File: src/include/wdt_regs.svh
/*
 * watchdog interval timer: addresses, keys, field positions, reset values
 * and timing counts as macros.
 * assumes a 16-bit cpu address bus; included by its bare name.
 */
`ifndef WDT_REGS_SVH
`define WDT_REGS_SVH

// word write to the control address carries a key in the high byte
`define WDT_ADDR_CTRL 16'hffa4
`define WDT_ADDR_COUNT 16'hffa5
`define WDT_ADDR_RST_WR 16'hffa6
`define WDT_ADDR_RST_RD 16'hffa7
`define WDT_KEY_COUNT 8'h5a
`define WDT_KEY_CTRL 8'ha5
`define WDT_WD_OVERFLOW_FLAG_CLR_DATA 8'h00

// timer control/status field positions
`define WDT_CTRL_OVF_BIT 7
`define WDT_CTRL_MODE_BIT 6
`define WDT_CTRL_RUN_BIT 5
`define WDT_CTRL_FIXED 8'h18

// reset control/status field positions and reset value
`define WDT_RST_WD_OVERFLOW_FLAG_BIT 7
`define WDT_RST_CHIP_RESET_ENABLE_BIT 6
`define WDT_RSTCTL_RESET 8'h1f

// counter values
`define WDT_COUNT_ZERO 8'h00
`define WDT_COUNT_TOP 8'hff

// internal reset pulse length in peripheral clock cycles
`define WDT_RST_PULSE_CYCLES 10'h207

// prescaler terminal counts, divide ratio minus one
`define WDT_DIV2 17'h00001
`define WDT_DIV64 17'h0003f
`define WDT_DIV128 17'h0007f
`define WDT_DIV512 17'h001ff
`define WDT_DIV2048 17'h007ff
`define WDT_DIV8192 17'h01fff
`define WDT_DIV32768 17'h07fff
`define WDT_DIV131072 17'h1ffff

`endif

File: src/include/wdt_pkg.sv
/*
 * watchdog interval timer: shared types.
 * assumes wdt_regs.svh holds all numeric constants.
 */
package wdt_pkg;

    // one cpu access as seen by the timer
    typedef struct packed {
        logic [15:0] addr;  // byte address
        logic wr;           // write strobe, one cycle
        logic rd;           // read strobe, one cycle
        logic word;         // 1 = 16-bit transfer
        logic [15:0] wdata; // write data, key in high byte
    } wdt_bus_req_t;

    // internal reset pulse generator, one-hot
    typedef enum logic [1:0] {
        WDT_PULSE_IDLE = 2'b01,
        WDT_PULSE_ACTIVE = 2'b10
    } wdt_pulse_state_t;

    typedef logic [2:0] wdt_cks_t;

endpackage : wdt_pkg

File: src/rtl/wdt_prescaler.sv
/*
 * prescaler for the watchdog counter: divides the peripheral clock by
 * one of eight ratios and emits a one-cycle increment enable.
 * assumes run and select come from the same clock domain.
 */
`timescale 1ns/1ps
`default_nettype none
`include "wdt_regs.svh"

module wdt_prescaler
    import wdt_pkg::*;
(
    input wire logic clock,       // peripheral clock
    input wire logic resetn,      // async reset, active low
    input wire logic run,         // counting enabled
    input wire wdt_cks_t cks,     // divide select
    output logic tick             // one-cycle increment enable
);

    // terminal count for each select code
    function automatic logic [16:0] wdt_limit(input wdt_cks_t code);
        case (code)
            3'h0: wdt_limit = `WDT_DIV2;
            3'h1: wdt_limit = `WDT_DIV64;
            3'h2: wdt_limit = `WDT_DIV128;
            3'h3: wdt_limit = `WDT_DIV512;
            3'h4: wdt_limit = `WDT_DIV2048;
            3'h5: wdt_limit = `WDT_DIV8192;
            3'h6: wdt_limit = `WDT_DIV32768;
            default: wdt_limit = `WDT_DIV131072;
        endcase
    endfunction : wdt_limit

    logic [16:0] divCount;       // free divide counter
    wire [16:0] limit = wdt_limit(cks);
    wire [16:0] next_divCount;

    assign tick = run && (divCount == limit);
    // held at zero while stopped so the first period is whole
    assign next_divCount = (!run || tick) ? 17'h00000 : divCount + 17'h00001;

    // divide counter
    always_ff @(posedge clock or negedge resetn)
    begin
        if (!resetn)
            divCount <= 17'h00000;
        else
            divCount <= next_divCount;
    end
endmodule : wdt_prescaler

`default_nettype wire

File: src/rtl/wdt_timer.sv
/*
 * watchdog / interval timer: keyed register access, 8-bit counter,
 * overflow flags, interval interrupt, internal reset pulse and the
 * standby gate.
 * assumes a cpu bus strobe per access on the peripheral clock, and
 * resetn driven from the external reset pin.
 */
`timescale 1ns/1ps
`default_nettype none
`include "wdt_regs.svh"

module wdt_timer
    import wdt_pkg::*;
(
    input wire logic clock,             // peripheral clock, 250 MHz
    input wire logic resetn,            // external reset pin, async, active low
    input wire wdt_bus_req_t busReq,    // cpu access
    output logic [7:0] busRdata,        // read data, one cycle after rd
    input wire logic sleepExec,         // sleep instruction executed, pulse
    input wire logic standbySelect,     // standby select bit of standby control
    output logic intervalIrq,           // interval interrupt request, level
    output logic internalReset,         // chip internal reset, active high
    output logic clockCtrlInit,         // reinitialize system clock control
    output logic enterSleep,            // go to sleep mode, pulse
    output logic enterStandby           // go to software standby, pulse
);

    // register state
    logic [7:0] watchdogCount;          // counter
    logic intervalOvfFlag;              // interval overflow flag
    logic timerModeSelect;              // 1 = watchdog mode
    logic countRun;                     // counting enabled
    wdt_cks_t clockPrescaleSelect;      // divider select
    logic wdOvfFlag;                    // watchdog overflow flag
    logic chipResetEnable;              // overflow resets chip
    logic ovfArm;                       // interval flag seen set by a read
    logic wovfArm;                      // watchdog flag seen set by a read
    wdt_pulse_state_t pulseState;       // reset pulse state
    logic [9:0] pulseCount;             // cycles left in pulse

    // next values
    logic [7:0] next_watchdogCount;
    logic next_intervalOvfFlag;
    logic next_wdOvfFlag;
    logic [7:0] next_busRdata;

    logic tick;                         // increment enable from prescaler

    // address and key decode
    wire wordWr = busReq.wr && busReq.word;
    wire [7:0] wrKey = busReq.wdata[15:8];
    wire [7:0] wrLow = busReq.wdata[7:0];
    wire ctrlAddrWr = wordWr && (busReq.addr == `WDT_ADDR_CTRL);
    wire cntWr = ctrlAddrWr && (wrKey == `WDT_KEY_COUNT);
    wire ctlWr = ctrlAddrWr && (wrKey == `WDT_KEY_CTRL);
    wire rstAddrWr = wordWr && (busReq.addr == `WDT_ADDR_RST_WR);
    wire wovfClrWr = rstAddrWr && (wrKey == `WDT_KEY_CTRL) && (wrLow == `WDT_WD_OVERFLOW_FLAG_CLR_DATA);
    wire rsteWr = rstAddrWr && (wrKey == `WDT_KEY_COUNT);
    wire ctrlRd = busReq.rd && (busReq.addr == `WDT_ADDR_CTRL);
    wire rstRd = busReq.rd && (busReq.addr == `WDT_ADDR_RST_RD);

    // overflow: a write in the same cycle drops the increment
    wire overflow = tick && countRun && !cntWr && (watchdogCount == `WDT_COUNT_TOP);
    wire wdOvf = overflow && timerModeSelect;
    wire itOvf = overflow && !timerModeSelect;
    wire startPulse = wdOvf && chipResetEnable && (pulseState == WDT_PULSE_IDLE);

    // readback images; fixed bits come from the reset pattern
    wire [7:0] ctrlImage = {intervalOvfFlag, timerModeSelect, countRun, 2'b00, clockPrescaleSelect}
        | `WDT_CTRL_FIXED;
    wire [7:0] rstImage = {wdOvfFlag, chipResetEnable, 6'h00} | `WDT_RSTCTL_RESET;

    // divider
    wdt_prescaler u_prescaler (
        .clock(clock),
        .resetn(resetn),
        .run(countRun),
        .cks(clockPrescaleSelect),
        .tick(tick)
    );

    // counter next value
    always_comb
    begin
        if (wdOvf)
            next_watchdogCount = `WDT_COUNT_ZERO;
        else if (!countRun)
            next_watchdogCount = `WDT_COUNT_ZERO;
        else if (cntWr)
            next_watchdogCount = wrLow;
        else if (tick)
            next_watchdogCount = watchdogCount + 8'h01;
        else
            next_watchdogCount = watchdogCount;
    end

    // flags: the set wins over a clear in the same cycle
    always_comb
    begin
        next_intervalOvfFlag = intervalOvfFlag;
        if (wdOvf)
            next_intervalOvfFlag = 1'b0;
        else if (itOvf)
            next_intervalOvfFlag = 1'b1;
        else if (ctlWr && ovfArm && !wrLow[`WDT_CTRL_OVF_BIT])
            next_intervalOvfFlag = 1'b0;
        next_wdOvfFlag = wdOvfFlag;
        if (wdOvf)
            next_wdOvfFlag = 1'b1;
        else if (wovfClrWr && wovfArm)
            next_wdOvfFlag = 1'b0;
    end

    // read data mux, unmapped addresses read zero
    always_comb
    begin
        case (busReq.addr)
            `WDT_ADDR_CTRL: next_busRdata = ctrlImage;
            `WDT_ADDR_COUNT: next_busRdata = watchdogCount;
            `WDT_ADDR_RST_RD: next_busRdata = rstImage;
            default: next_busRdata = 8'h00;
        endcase
    end

    // counter and flags
    always_ff @(posedge clock or negedge resetn)
    begin
        if (!resetn)
        begin
            watchdogCount <= 8'h00;
            intervalOvfFlag <= 1'b0;
            wdOvfFlag <= 1'b0;
        end
        else
        begin
            watchdogCount <= next_watchdogCount;
            intervalOvfFlag <= next_intervalOvfFlag;
            wdOvfFlag <= next_wdOvfFlag;
        end
    end

    // timer control fields; a watchdog overflow returns them to reset
    always_ff @(posedge clock or negedge resetn)
    begin
        if (!resetn)
        begin
            timerModeSelect <= 1'b0;
            countRun <= 1'b0;
            clockPrescaleSelect <= 3'h0;
        end
        else if (wdOvf)
        begin
            timerModeSelect <= 1'b0;
            countRun <= 1'b0;
            clockPrescaleSelect <= 3'h0;
        end
        else if (ctlWr)
        begin
            timerModeSelect <= wrLow[`WDT_CTRL_MODE_BIT];
            countRun <= wrLow[`WDT_CTRL_RUN_BIT];
            clockPrescaleSelect <= wrLow[2:0];
        end
    end

    // reset control: only the pin resets it, never the pulse
    always_ff @(posedge clock or negedge resetn)
    begin
        if (!resetn)
            chipResetEnable <= 1'b0;
        else if (rsteWr)
            chipResetEnable <= wrLow[`WDT_RST_CHIP_RESET_ENABLE_BIT];
    end

    // read-before-clear arming; a later write consumes the arm
    always_ff @(posedge clock or negedge resetn)
    begin
        if (!resetn)
        begin
            ovfArm <= 1'b0;
            wovfArm <= 1'b0;
        end
        else
        begin
            if (ctrlRd && intervalOvfFlag)
                ovfArm <= 1'b1;
            else if (ctlWr || !intervalOvfFlag)
                ovfArm <= 1'b0;
            if (rstRd && wdOvfFlag)
                wovfArm <= 1'b1;
            else if (wovfClrWr || !wdOvfFlag)
                wovfArm <= 1'b0;
        end
    end

    // internal reset pulse generator
    always_ff @(posedge clock or negedge resetn)
    begin
        if (!resetn)
        begin
            pulseState <= WDT_PULSE_IDLE;
            pulseCount <= 10'h000;
        end
        else
        begin
            case (pulseState)
                WDT_PULSE_IDLE:
                begin
                    if (startPulse)
                    begin
                        pulseState <= WDT_PULSE_ACTIVE;
                        pulseCount <= `WDT_RST_PULSE_CYCLES - 10'h001;
                    end
                end
                WDT_PULSE_ACTIVE:
                begin
                    if (pulseCount == 10'h000)
                        pulseState <= WDT_PULSE_IDLE;
                    else
                        pulseCount <= pulseCount - 10'h001;
                end
                default:
                    pulseState <= WDT_PULSE_IDLE;
            endcase
        end
    end

    // read data register
    always_ff @(posedge clock or negedge resetn)
    begin
        if (!resetn)
            busRdata <= 8'h00;
        else if (busReq.rd)
            busRdata <= next_busRdata;
    end

    // outputs
    assign intervalIrq = intervalOvfFlag;
    assign internalReset = pulseState[1];
    assign clockCtrlInit = pulseState[1];
    // a running watchdog would wake nothing from standby, so fall back to sleep
    wire wdRunning = countRun && timerModeSelect;
    assign enterSleep = sleepExec && (!standbySelect || wdRunning);
    assign enterStandby = sleepExec && standbySelect && !wdRunning;

    // helper: length of the current internal reset pulse
    logic [9:0] highCount;
    always_ff @(posedge clock or negedge resetn)
    begin
        if (!resetn)
            highCount <= 10'h000;
        else if (internalReset)
            highCount <= highCount + 10'h001;
        else
            highCount <= 10'h000;
    end
endmodule : wdt_timer

`default_nettype wire

File: config.mk
export PLATFORM = sky130hd
export DESIGN_NAME = wdt_timer
export DESIGN_NICKNAME = d
export VERILOG_FILES = /design/src/include/wdt_pkg.sv /design/src/rtl/wdt_prescaler.sv /design/src/rtl/wdt_timer.sv
export VERILOG_INCLUDE_DIRS = /design/src /design/src/include
export SDC_FILE = /design/constraint.sdc
export NUM_CORES = 1
export LEC_CHECK = 0
export BUFFER_PORTS_ARGS = -buffer_cell sky130_fd_sc_hd__buf_2
export CAP_MARGIN = 40
export CORE_ASPECT_RATIO = 0.9
export CORE_UTILIZATION = 30
export DETAILED_ROUTE_END_ITERATION = 8
export GPL_TIMING_DRIVEN = 0
export SYNTH_ARGS = -nofsm -noshare
export SYNTH_HDL_FRONTEND = slang
export SYNTH_SLANG_ARGS = --single-unit
File: constraint.sdc
create_clock -name clock -period 3.1 [get_ports clock]
set_input_delay 0.155 -clock clock [delete_from_list [all_inputs] [get_ports clock]]
set_output_delay 0.155 -clock clock [all_outputs]
set_load 0.01 [all_outputs]
==> results of run 1 <==
placed cells by master, fill, tap and decap left out, types with 3 or more instances in the layout:
| cell | instances |
|---|---|
| a21boi_0 | 3 |
| a21oi_1 | 5 |
| a311oi_1 | 3 |
| a31oi_1 | 9 |
| and3_1 | 9 |
| buf_2 | 51 |
| clkbuf_1 | 10 |
| clkbuf_16 | 5 |
| dfrtp_1 | 54 |
| ha_1 | 3 |
| inv_1 | 20 |
| mux2i_1 | 10 |
| nand2_1 | 28 |
| nand2b_1 | 6 |
| nand3_1 | 25 |
| nand4_1 | 10 |
| nor2_1 | 38 |
| nor2b_1 | 4 |
| nor3_1 | 12 |
| nor4_1 | 6 |
| nor4bb_1 | 4 |
| o211ai_1 | 5 |
| o21ai_0 | 24 |
| o21ai_1 | 11 |
| or3_1 | 6 |
| xnor2_1 | 8 |
| xor2_1 | 9 |
per-stage QoR:
step                area, um2  utilization [%]  total power (W)  setup slack [ps]
CTS                      3790             36.7          0.00136               655
global route             3790             36.7          0.00140               412
detailed placement       3640             35.2         0.000800               696
floorplan                3210                -         0.000748              1120
finish                   3790             36.7          0.00135               641
global placement         3620             35.0         0.000794               687
cell type report:
cell class              count  area, um2
fillers                  1065       6540
clock inverters             2       12.5
clock buffers               6        129
multi-input cells         269       1680
inverters                  21       78.8
well taps                 129        161
plain buffers              14       76.3
repair buffers             52        280
flip-flops and latches     55       1380
cells by family after synthesis:
logic type | count (synthesis) | synth area share, %
buf+inv | 35 | 4.84
compound gates | 76 | 16.2
fa+ha+maj | 3 | 1.17
xor+xnor | 17 | 4.64
flops | 55 | 42.9
mux | 11 | 3.47
simple gates | 162 | 26.8
routing by layer:
metal,wire [um],GRT usage (%),vias to the layer above
met5,0,0,-
met4,48,3.58,0
met3,334,2.96,4
met2,3400,22.8,56
met1,3950,21.2,1372
li1,-,-,1414
flip-flops by register name, indices dropped and copies added (netlist names), 2 cells and up:
name,count
watchdogCount,8
u_prescaler.divCount,17
clockPrescaleSelect,3
pulseCount,10
pulseState,2
busRdata,8
power groups by stage:
stage / clock network [W] / logic, W / registers [W]
global route: 0.000603 / 0.0000778 / 0.000717
detailed placement: 0 / 0.0000689 / 0.000731
floorplan: 0 / 0.0000167 / 0.000731
finish: 0.000560 / 0.0000679 / 0.000717
global placement: 0 / 0.0000633 / 0.000731
CTS: 0.000577 / 0.0000699 / 0.000717
final timing paths:
kind                                              start                           endpoint  slack [ps]  cells after the start
max                        watchdogCount[0]$_DFFE_PN0P_          pulseCount[0]$_DFFE_PN0P_         640                      6
min                                           busReq[5]               countRun$_DFFE_PN0P_         150                      3
max reg2reg                watchdogCount[0]$_DFFE_PN0P_          pulseCount[0]$_DFFE_PN0P_         640                      6
min reg2reg                     busRdata[4]$_DFFE_PN0P_            busRdata[4]$_DFFE_PN0P_         520                      2
max in group asynchronous                        resetn          pulseState[0]$_DFFE_PN1P_        2030                      3
min in group asynchronous                        resetn  u_prescaler.divCount[3]$_DFF_PN0_         410                      2
worst reg2reg max path, delay by kind of cell (launching register included):
kind / cells / cell delay (ps)
AND/OR/NAND/NOR: 3 / 1160
AO/OA/AOI/OAI: 1 / 360
adder cells (fa/ha/maj): 1 / 240
flip-flops: 1 / 430
multiplexers: 1 / 120
repair_timing:
action	CTS	global route
hold endpoints to repair	25	0
hold buffers	1	0
setup buffers	0	0
==> impl_metrics.csv, run 1 <==
group,metric,value,unit
route,finalWirelength,7.73,mm
timing,transition_time_of_the_tightest_slew_check_pin,762,ps
synth,postSynthCellCount,359,
placed_design,globalplace.congestion,0.864,
setup_path,crit_slowest_cell,"nor3_1",
synth,yosysWarnings,0,
timing,final.hold.worst_slack,152,ps
setup_path,crit_type,"flip-flop to flip-flop",
route,drtAntennaViolNets,0,
placed_design,hpwlAfterDp,5.76,mm
synth,ys_top_cells_by_area,"dfrtp_1 42%, nor2_1 4.4%, nand3_1 3.9%",
placed_design,numPortBuffers,50,
grt,grt_max_degree,31,
synth,yosysUniqueCellTypes,57,
route,post_drt_wl_per_cell,14.1,um
setup_path,critPathRequiredTime,3240,ps
power,share_seq_of_total_power,53.3,%
synth,synthMostInstantiatedCell,"dfrtp_1",
floorplanning,dieHeight,100,um
floorplanning,ioPinCount,52,
power,intPower,0.00104,W
clock_tree,cts-root-buf,"clkbuf_16",
run_status,outcome,"finished with violations",
floorplanning,start_util,31.0,%
power,clockPowerShare,41.6,%
clock_tree,numCtsBuffers,5,
power,powerDensity,355,nW/um2
power,power_switching,0.000300,W
timing,rsz0062_at_grt,"no",
power,leakage_power,1.55,nW
placed_design,place_inst,539,
synth,postSynthRegisterBits,55,
floorplanning,die_w,111,um
synth,synth_top_area_share,42.1,%
min_path,min-delay-path-class,"input port to flip-flop",
timing,timing_hold_violations_final,0,
route,detail_route.first_pass.iterations,6,
synth,post_synth_instance_area,3210,um2
synth,dominantRegCellSynth,"dfrtp_1",
clock_tree,tritoncts_num_sinks,55,
clock_tree,number_of_instances_resized_during_post_cts_repair,0,
finish,finalNonFillerCells,548,
setup_path,worst_setup_path_end_kind,"flip-flop",
setup_path,cp_top_family,"simple AND/OR/NAND/NOR gates",
setup_path,worstPathBufferInverterCount,0,
setup_path,cp_slowest_stage_delay,650,ps
floorplanning,placement_rows,35,
clock_tree,cts.reportedPaths.clkPinSlew,70,ps
route,route.detailed.vias_per_inst,5.19,
timing,achievable-frequency,0.407,GHz
floorplanning,design.die.area,11100,um2
synth,postSynthNetCount,401,
grt,grt_pass1_vias,2711,
grt,first_pass_grt_wire_length,13.4,mm
timing,finalClockSkew,12.8,ps
finish,area_growth_syn_to_layout,18.2,%
timing,final_period_minus_worst_setup_slack,2460,ps
grt,grt_antenna_before_repair,0,
timing,final.setup.tns,0,ps
route,detailedRoute.firstIterationViolations,191,
finish,final_layout_size_suffix_gt1_share,17.4,%
timing,final-max-slew-violation-count,0,
setup_path,crit_path_max_fanout,9,
finish,design.final.nets,460,
route,drc,5,
grt,grt.total_usage,14.8,%
clock_tree,cts_h_tree_depth,2,
clock_tree,worstSkewPairLatency,300,ps
synth,synth_top_area_cell,"dfrtp_1",
setup_path,critical_path.cell_chain,"ha_1, nand4_1, nor3_1, nand3_1, o21ai_4, mux2i_1",
clock_tree,clock_tree.buffer_depth,2,
timing,number_of_setup_violations_in_the_final_report,0,
synth,synth_seq_area_share,42.9,%
synth,synthArstFlopShare,100,%
setup_path,worst_setup_path_start_kind,"flip-flop",
synth,synth_common_cells,"54 x dfrtp_1, 38 x nor2_1, 28 x nand2_1",
floorplanning,floorplan.core_area,10300,um2
clock_tree,cts_tree,"built",
grt,grt_overflow,0,
power,comb_power_share,5.1,%
job,max_cap_violations,0,
synth,number_of_enable_flip_flop_cells_after_synthesis,0,
power,switching_share_of_total_power,22.3,%
timing,final.period_utilization,79.3,%
power,ir_drop,183,uV
route,num_vias,2846,
synth,syn_avg_cell_area,8.94,um2
setup_path,worstPathArrival,2600,ps
run_status,violations,"DRC",
timing,relSlewSlack,48.7,%
finish,n_antenna_cell,0,
No activity file was read; power rests on OpenSTA's default activity.
==> run 2: changes to the inputs <==
clock period = 2.39 ns   (was 3.1 ns; I/O delays follow)
==> impl_metrics.csv, run 2 (synthesized netlist as in run 1, its figures left out) <==
group,metric,value,unit
run_status,outcome,"finished with violations",
run_status,violations,"DRC",
power,power_switching,0.000391,W
finish,area_growth_syn_to_layout,19.4,%
finish,layout_common_cells,"54 x dfrtp_1, 51 x buf_2, 37 x nor2_1",
timing,number_of_setup_violations_in_the_final_report,0,
timing,final-max-slew-violation-count,0,
setup_path,worst_setup_path_start_kind,"flip-flop",
timing,timing_hold_violations_final,0,
power,ir_drop,234,uV
clock_tree,cts_h_tree_depth,2,
power,switching_share_of_total_power,22.4,%
placed_design,globalplace.congestion,0.864,
timing,final_period_minus_worst_setup_slack,2240,ps
timing,transition_time_of_the_tightest_slew_check_pin,759,ps
placed_design,numPortBuffers,50,
route,post_drt_wl_per_cell,14.2,um
min_path,min-delay-start,"busReq[5]",
setup_path,reg2reg_to,"watchdogCount[6]$_DFFE_PN0P_",
clock_tree,numCtsBuffers,5,
finish,design.final.nets,462,
floorplanning,ioPinCount,52,
grt,grt_max_degree,31,
power,comb_power_share,5.1,%
floorplanning,start_util,31.0,%
floorplanning,dieHeight,100,um
clock_tree,tritoncts_num_sinks,55,
placed_design,hpwlAfterDp,5.76,mm
setup_path,crit_slowest_cell,"dfrtp_1",
setup_path,timing.critical_path.to,"watchdogCount[6]$_DFFE_PN0P_",
power,intPower,0.00135,W
timing,final.period_utilization,93.9,%
min_path,min-delay-path-class,"input port to flip-flop",
placed_design,place_inst,539,
floorplanning,placement_rows,35,
setup_path,cp_slowest_stage_delay,430,ps
route,route.detailed.vias_per_inst,5.19,
route,detail_route.first_pass.iterations,8,
route,drc,5,
grt,grt.total_usage,14.7,%
timing,rsz0062_at_grt,"no",
grt,first_pass_grt_wire_length,13.3,mm
min_path,min_path_cells,3,
clock_tree,cts_tree,"built",
clock_tree,cts-root-buf,"clkbuf_16",
setup_path,crit_start,"clockPrescaleSelect[1]$_DFFE_PN0P_",
finish,finalCoreUtilization,37.1,%
route,finalWirelength,7.78,mm
finish,mostFrequentLayoutCell,"dfrtp_1",
floorplanning,floorplan.core_area,10300,um2
finish,top_regs,"u_prescaler.divCount x17, pulseCount x10",
setup_path,setup.reg_to_reg.worst_slack,150,ps
route,drtAntennaViolNets,0,
grt,grt_overflow,0,
finish,final_layout_size_suffix_gt1_share,19.0,%
finish,num-fill-cells,1056,
grt,grt_pass1_vias,2709,
timing,finalClockSkew,15.1,ps
finish,finalNonFillerCells,550,
finish,n_antenna_cell,0,
route,num_vias,2857,
floorplanning,design.die.area,11100,um2
setup_path,crit_path_max_fanout,10,
clock_tree,clock_tree.buffer_depth,2,
grt,grt_antenna_before_repair,0,
power,share_seq_of_total_power,53.3,%
clock_tree,cts.reportedPaths.clkPinSlew,80,ps
setup_path,critical_path.cell_chain,"buf_4, nor4_2, a22oi_1, a21oi_1, nand4_1, buf_6, or3_1, a31oi_1",
floorplanning,die_w,111,um
finish,max_reg_flops,17,
power,clockPowerShare,41.7,%
job,max_cap_violations,0,
timing,relSlewSlack,48.9,%
clock_tree,worstSkewPairLatency,300,ps
setup_path,critPathRequiredTime,2600,ps
setup_path,worstPathArrival,2460,ps
finish,max_flop_register,"u_prescaler.divCount",
route,detailedRoute.firstIterationViolations,173,
setup_path,crit_type,"flip-flop to flip-flop",
setup_path,worst_setup_path_end_kind,"flip-flop",
setup_path,worstReg2RegStart,"clockPrescaleSelect[1]$_DFFE_PN0P_",
power,leakage_power,1.56,nW
setup_path,rr_worst_depth,8,
power,powerDensity,456,nW/um2
timing,achievable-frequency,0.446,GHz
-- run 2: changes by cell type in the layout (fill, tap and decap cells not counted), sizes merged --
cell | before | now
buf | 56 | 59
clkbuf | 15 | 14
-- run 2: final cells by class --
| class | instances | area [um2] | share of cell area, % |
|---|---|---|---|
| multi-input cells | 269 | 1690 | 44.2 |
| well taps | 129 | 161 | 4.21 |
| clock inverters | 2 | 12.5 | 0.327 |
| plain buffers | 13 | 76.3 | 1.99 |
| inverters | 21 | 78.8 | 2.06 |
| clock buffers | 6 | 129 | 3.36 |
| repair buffers | 55 | 300 | 7.84 |
| flip-flops and latches | 55 | 1380 | 36.0 |
-- run 2: per-stage QoR --
step	hold WS, ps	power, W	worst slack (ps)	cell area (um2)	setup TNS (ps)
final	117	0.00175	146	3830	0
after global routing	116	0.00181	6.88	3830	0
after CTS	110	0.00177	16.3	3800	0
after detailed placement	193	0.00104	-13.9	3640	-15.7
after global placement	407	0.00103	-23.2	3620	-36.0
after floorplan	-176	0.000970	409	3210	0
-- run 2: critical path, delay by kind of cell, from the launching register on --
kind / cells / cell delay [ps]
and+or+nand+nor: 3 / 840
buffers and inverters: 2 / 420
AOI/OAI and AO/OA: 3 / 460
DFF: 1 / 430
-- run 2: worst min-delay path by stage --
stage | to | slack (ps)
after floorplan | busRdata[0]$_DFFE_PN0P_ | -180
after global placement | countRun$_DFFE_PN0P_ | 410
after detailed placement | u_prescaler.divCount[2]$_DFF_PN0_ | 190
after CTS | countRun$_DFFE_PN0P_ | 110
after global routing | chipResetEnable$_DFFE_PN0P_ | 120
final | countRun$_DFFE_PN0P_ | 120
-- run 2: power groups by stage --
stage                     Combinational, W  Sequential [W]  Clock [W]
final                            0.0000882        0.000930   0.000727
after global routing              0.000101        0.000930   0.000783
after CTS                        0.0000907        0.000930   0.000749
after detailed placement         0.0000893        0.000948          0
after global placement           0.0000821        0.000948          0
after floorplan                  0.0000217        0.000948          0
-- run 2: per-layer routing --
| layer | vias up | track usage, % | wire length, um | part of all wire (%) |
|---|---|---|---|---|
| met5 | - | 0 | 0 | 0 |
| met4 | 0 | 3.58 | 25 | 0.32 |
| met3 | 2 | 2.96 | 258 | 3.3 |
| met2 | 47 | 22.8 | 3440 | 44 |
| met1 | 1388 | 21.1 | 4060 | 52 |
| li1 | 1420 | - | - | - |
-- run 2: what timing repair did --
action | in CTS | in global routing
buffers inserted | 0 | 2
setup endpoints to repair | 6 | 24
cloned | 0 | 1
pin swaps | 0 | 3
hold buffers | 1 | 0
resized for setup | 1 | 7
hold endpoints to repair | 25 | 0
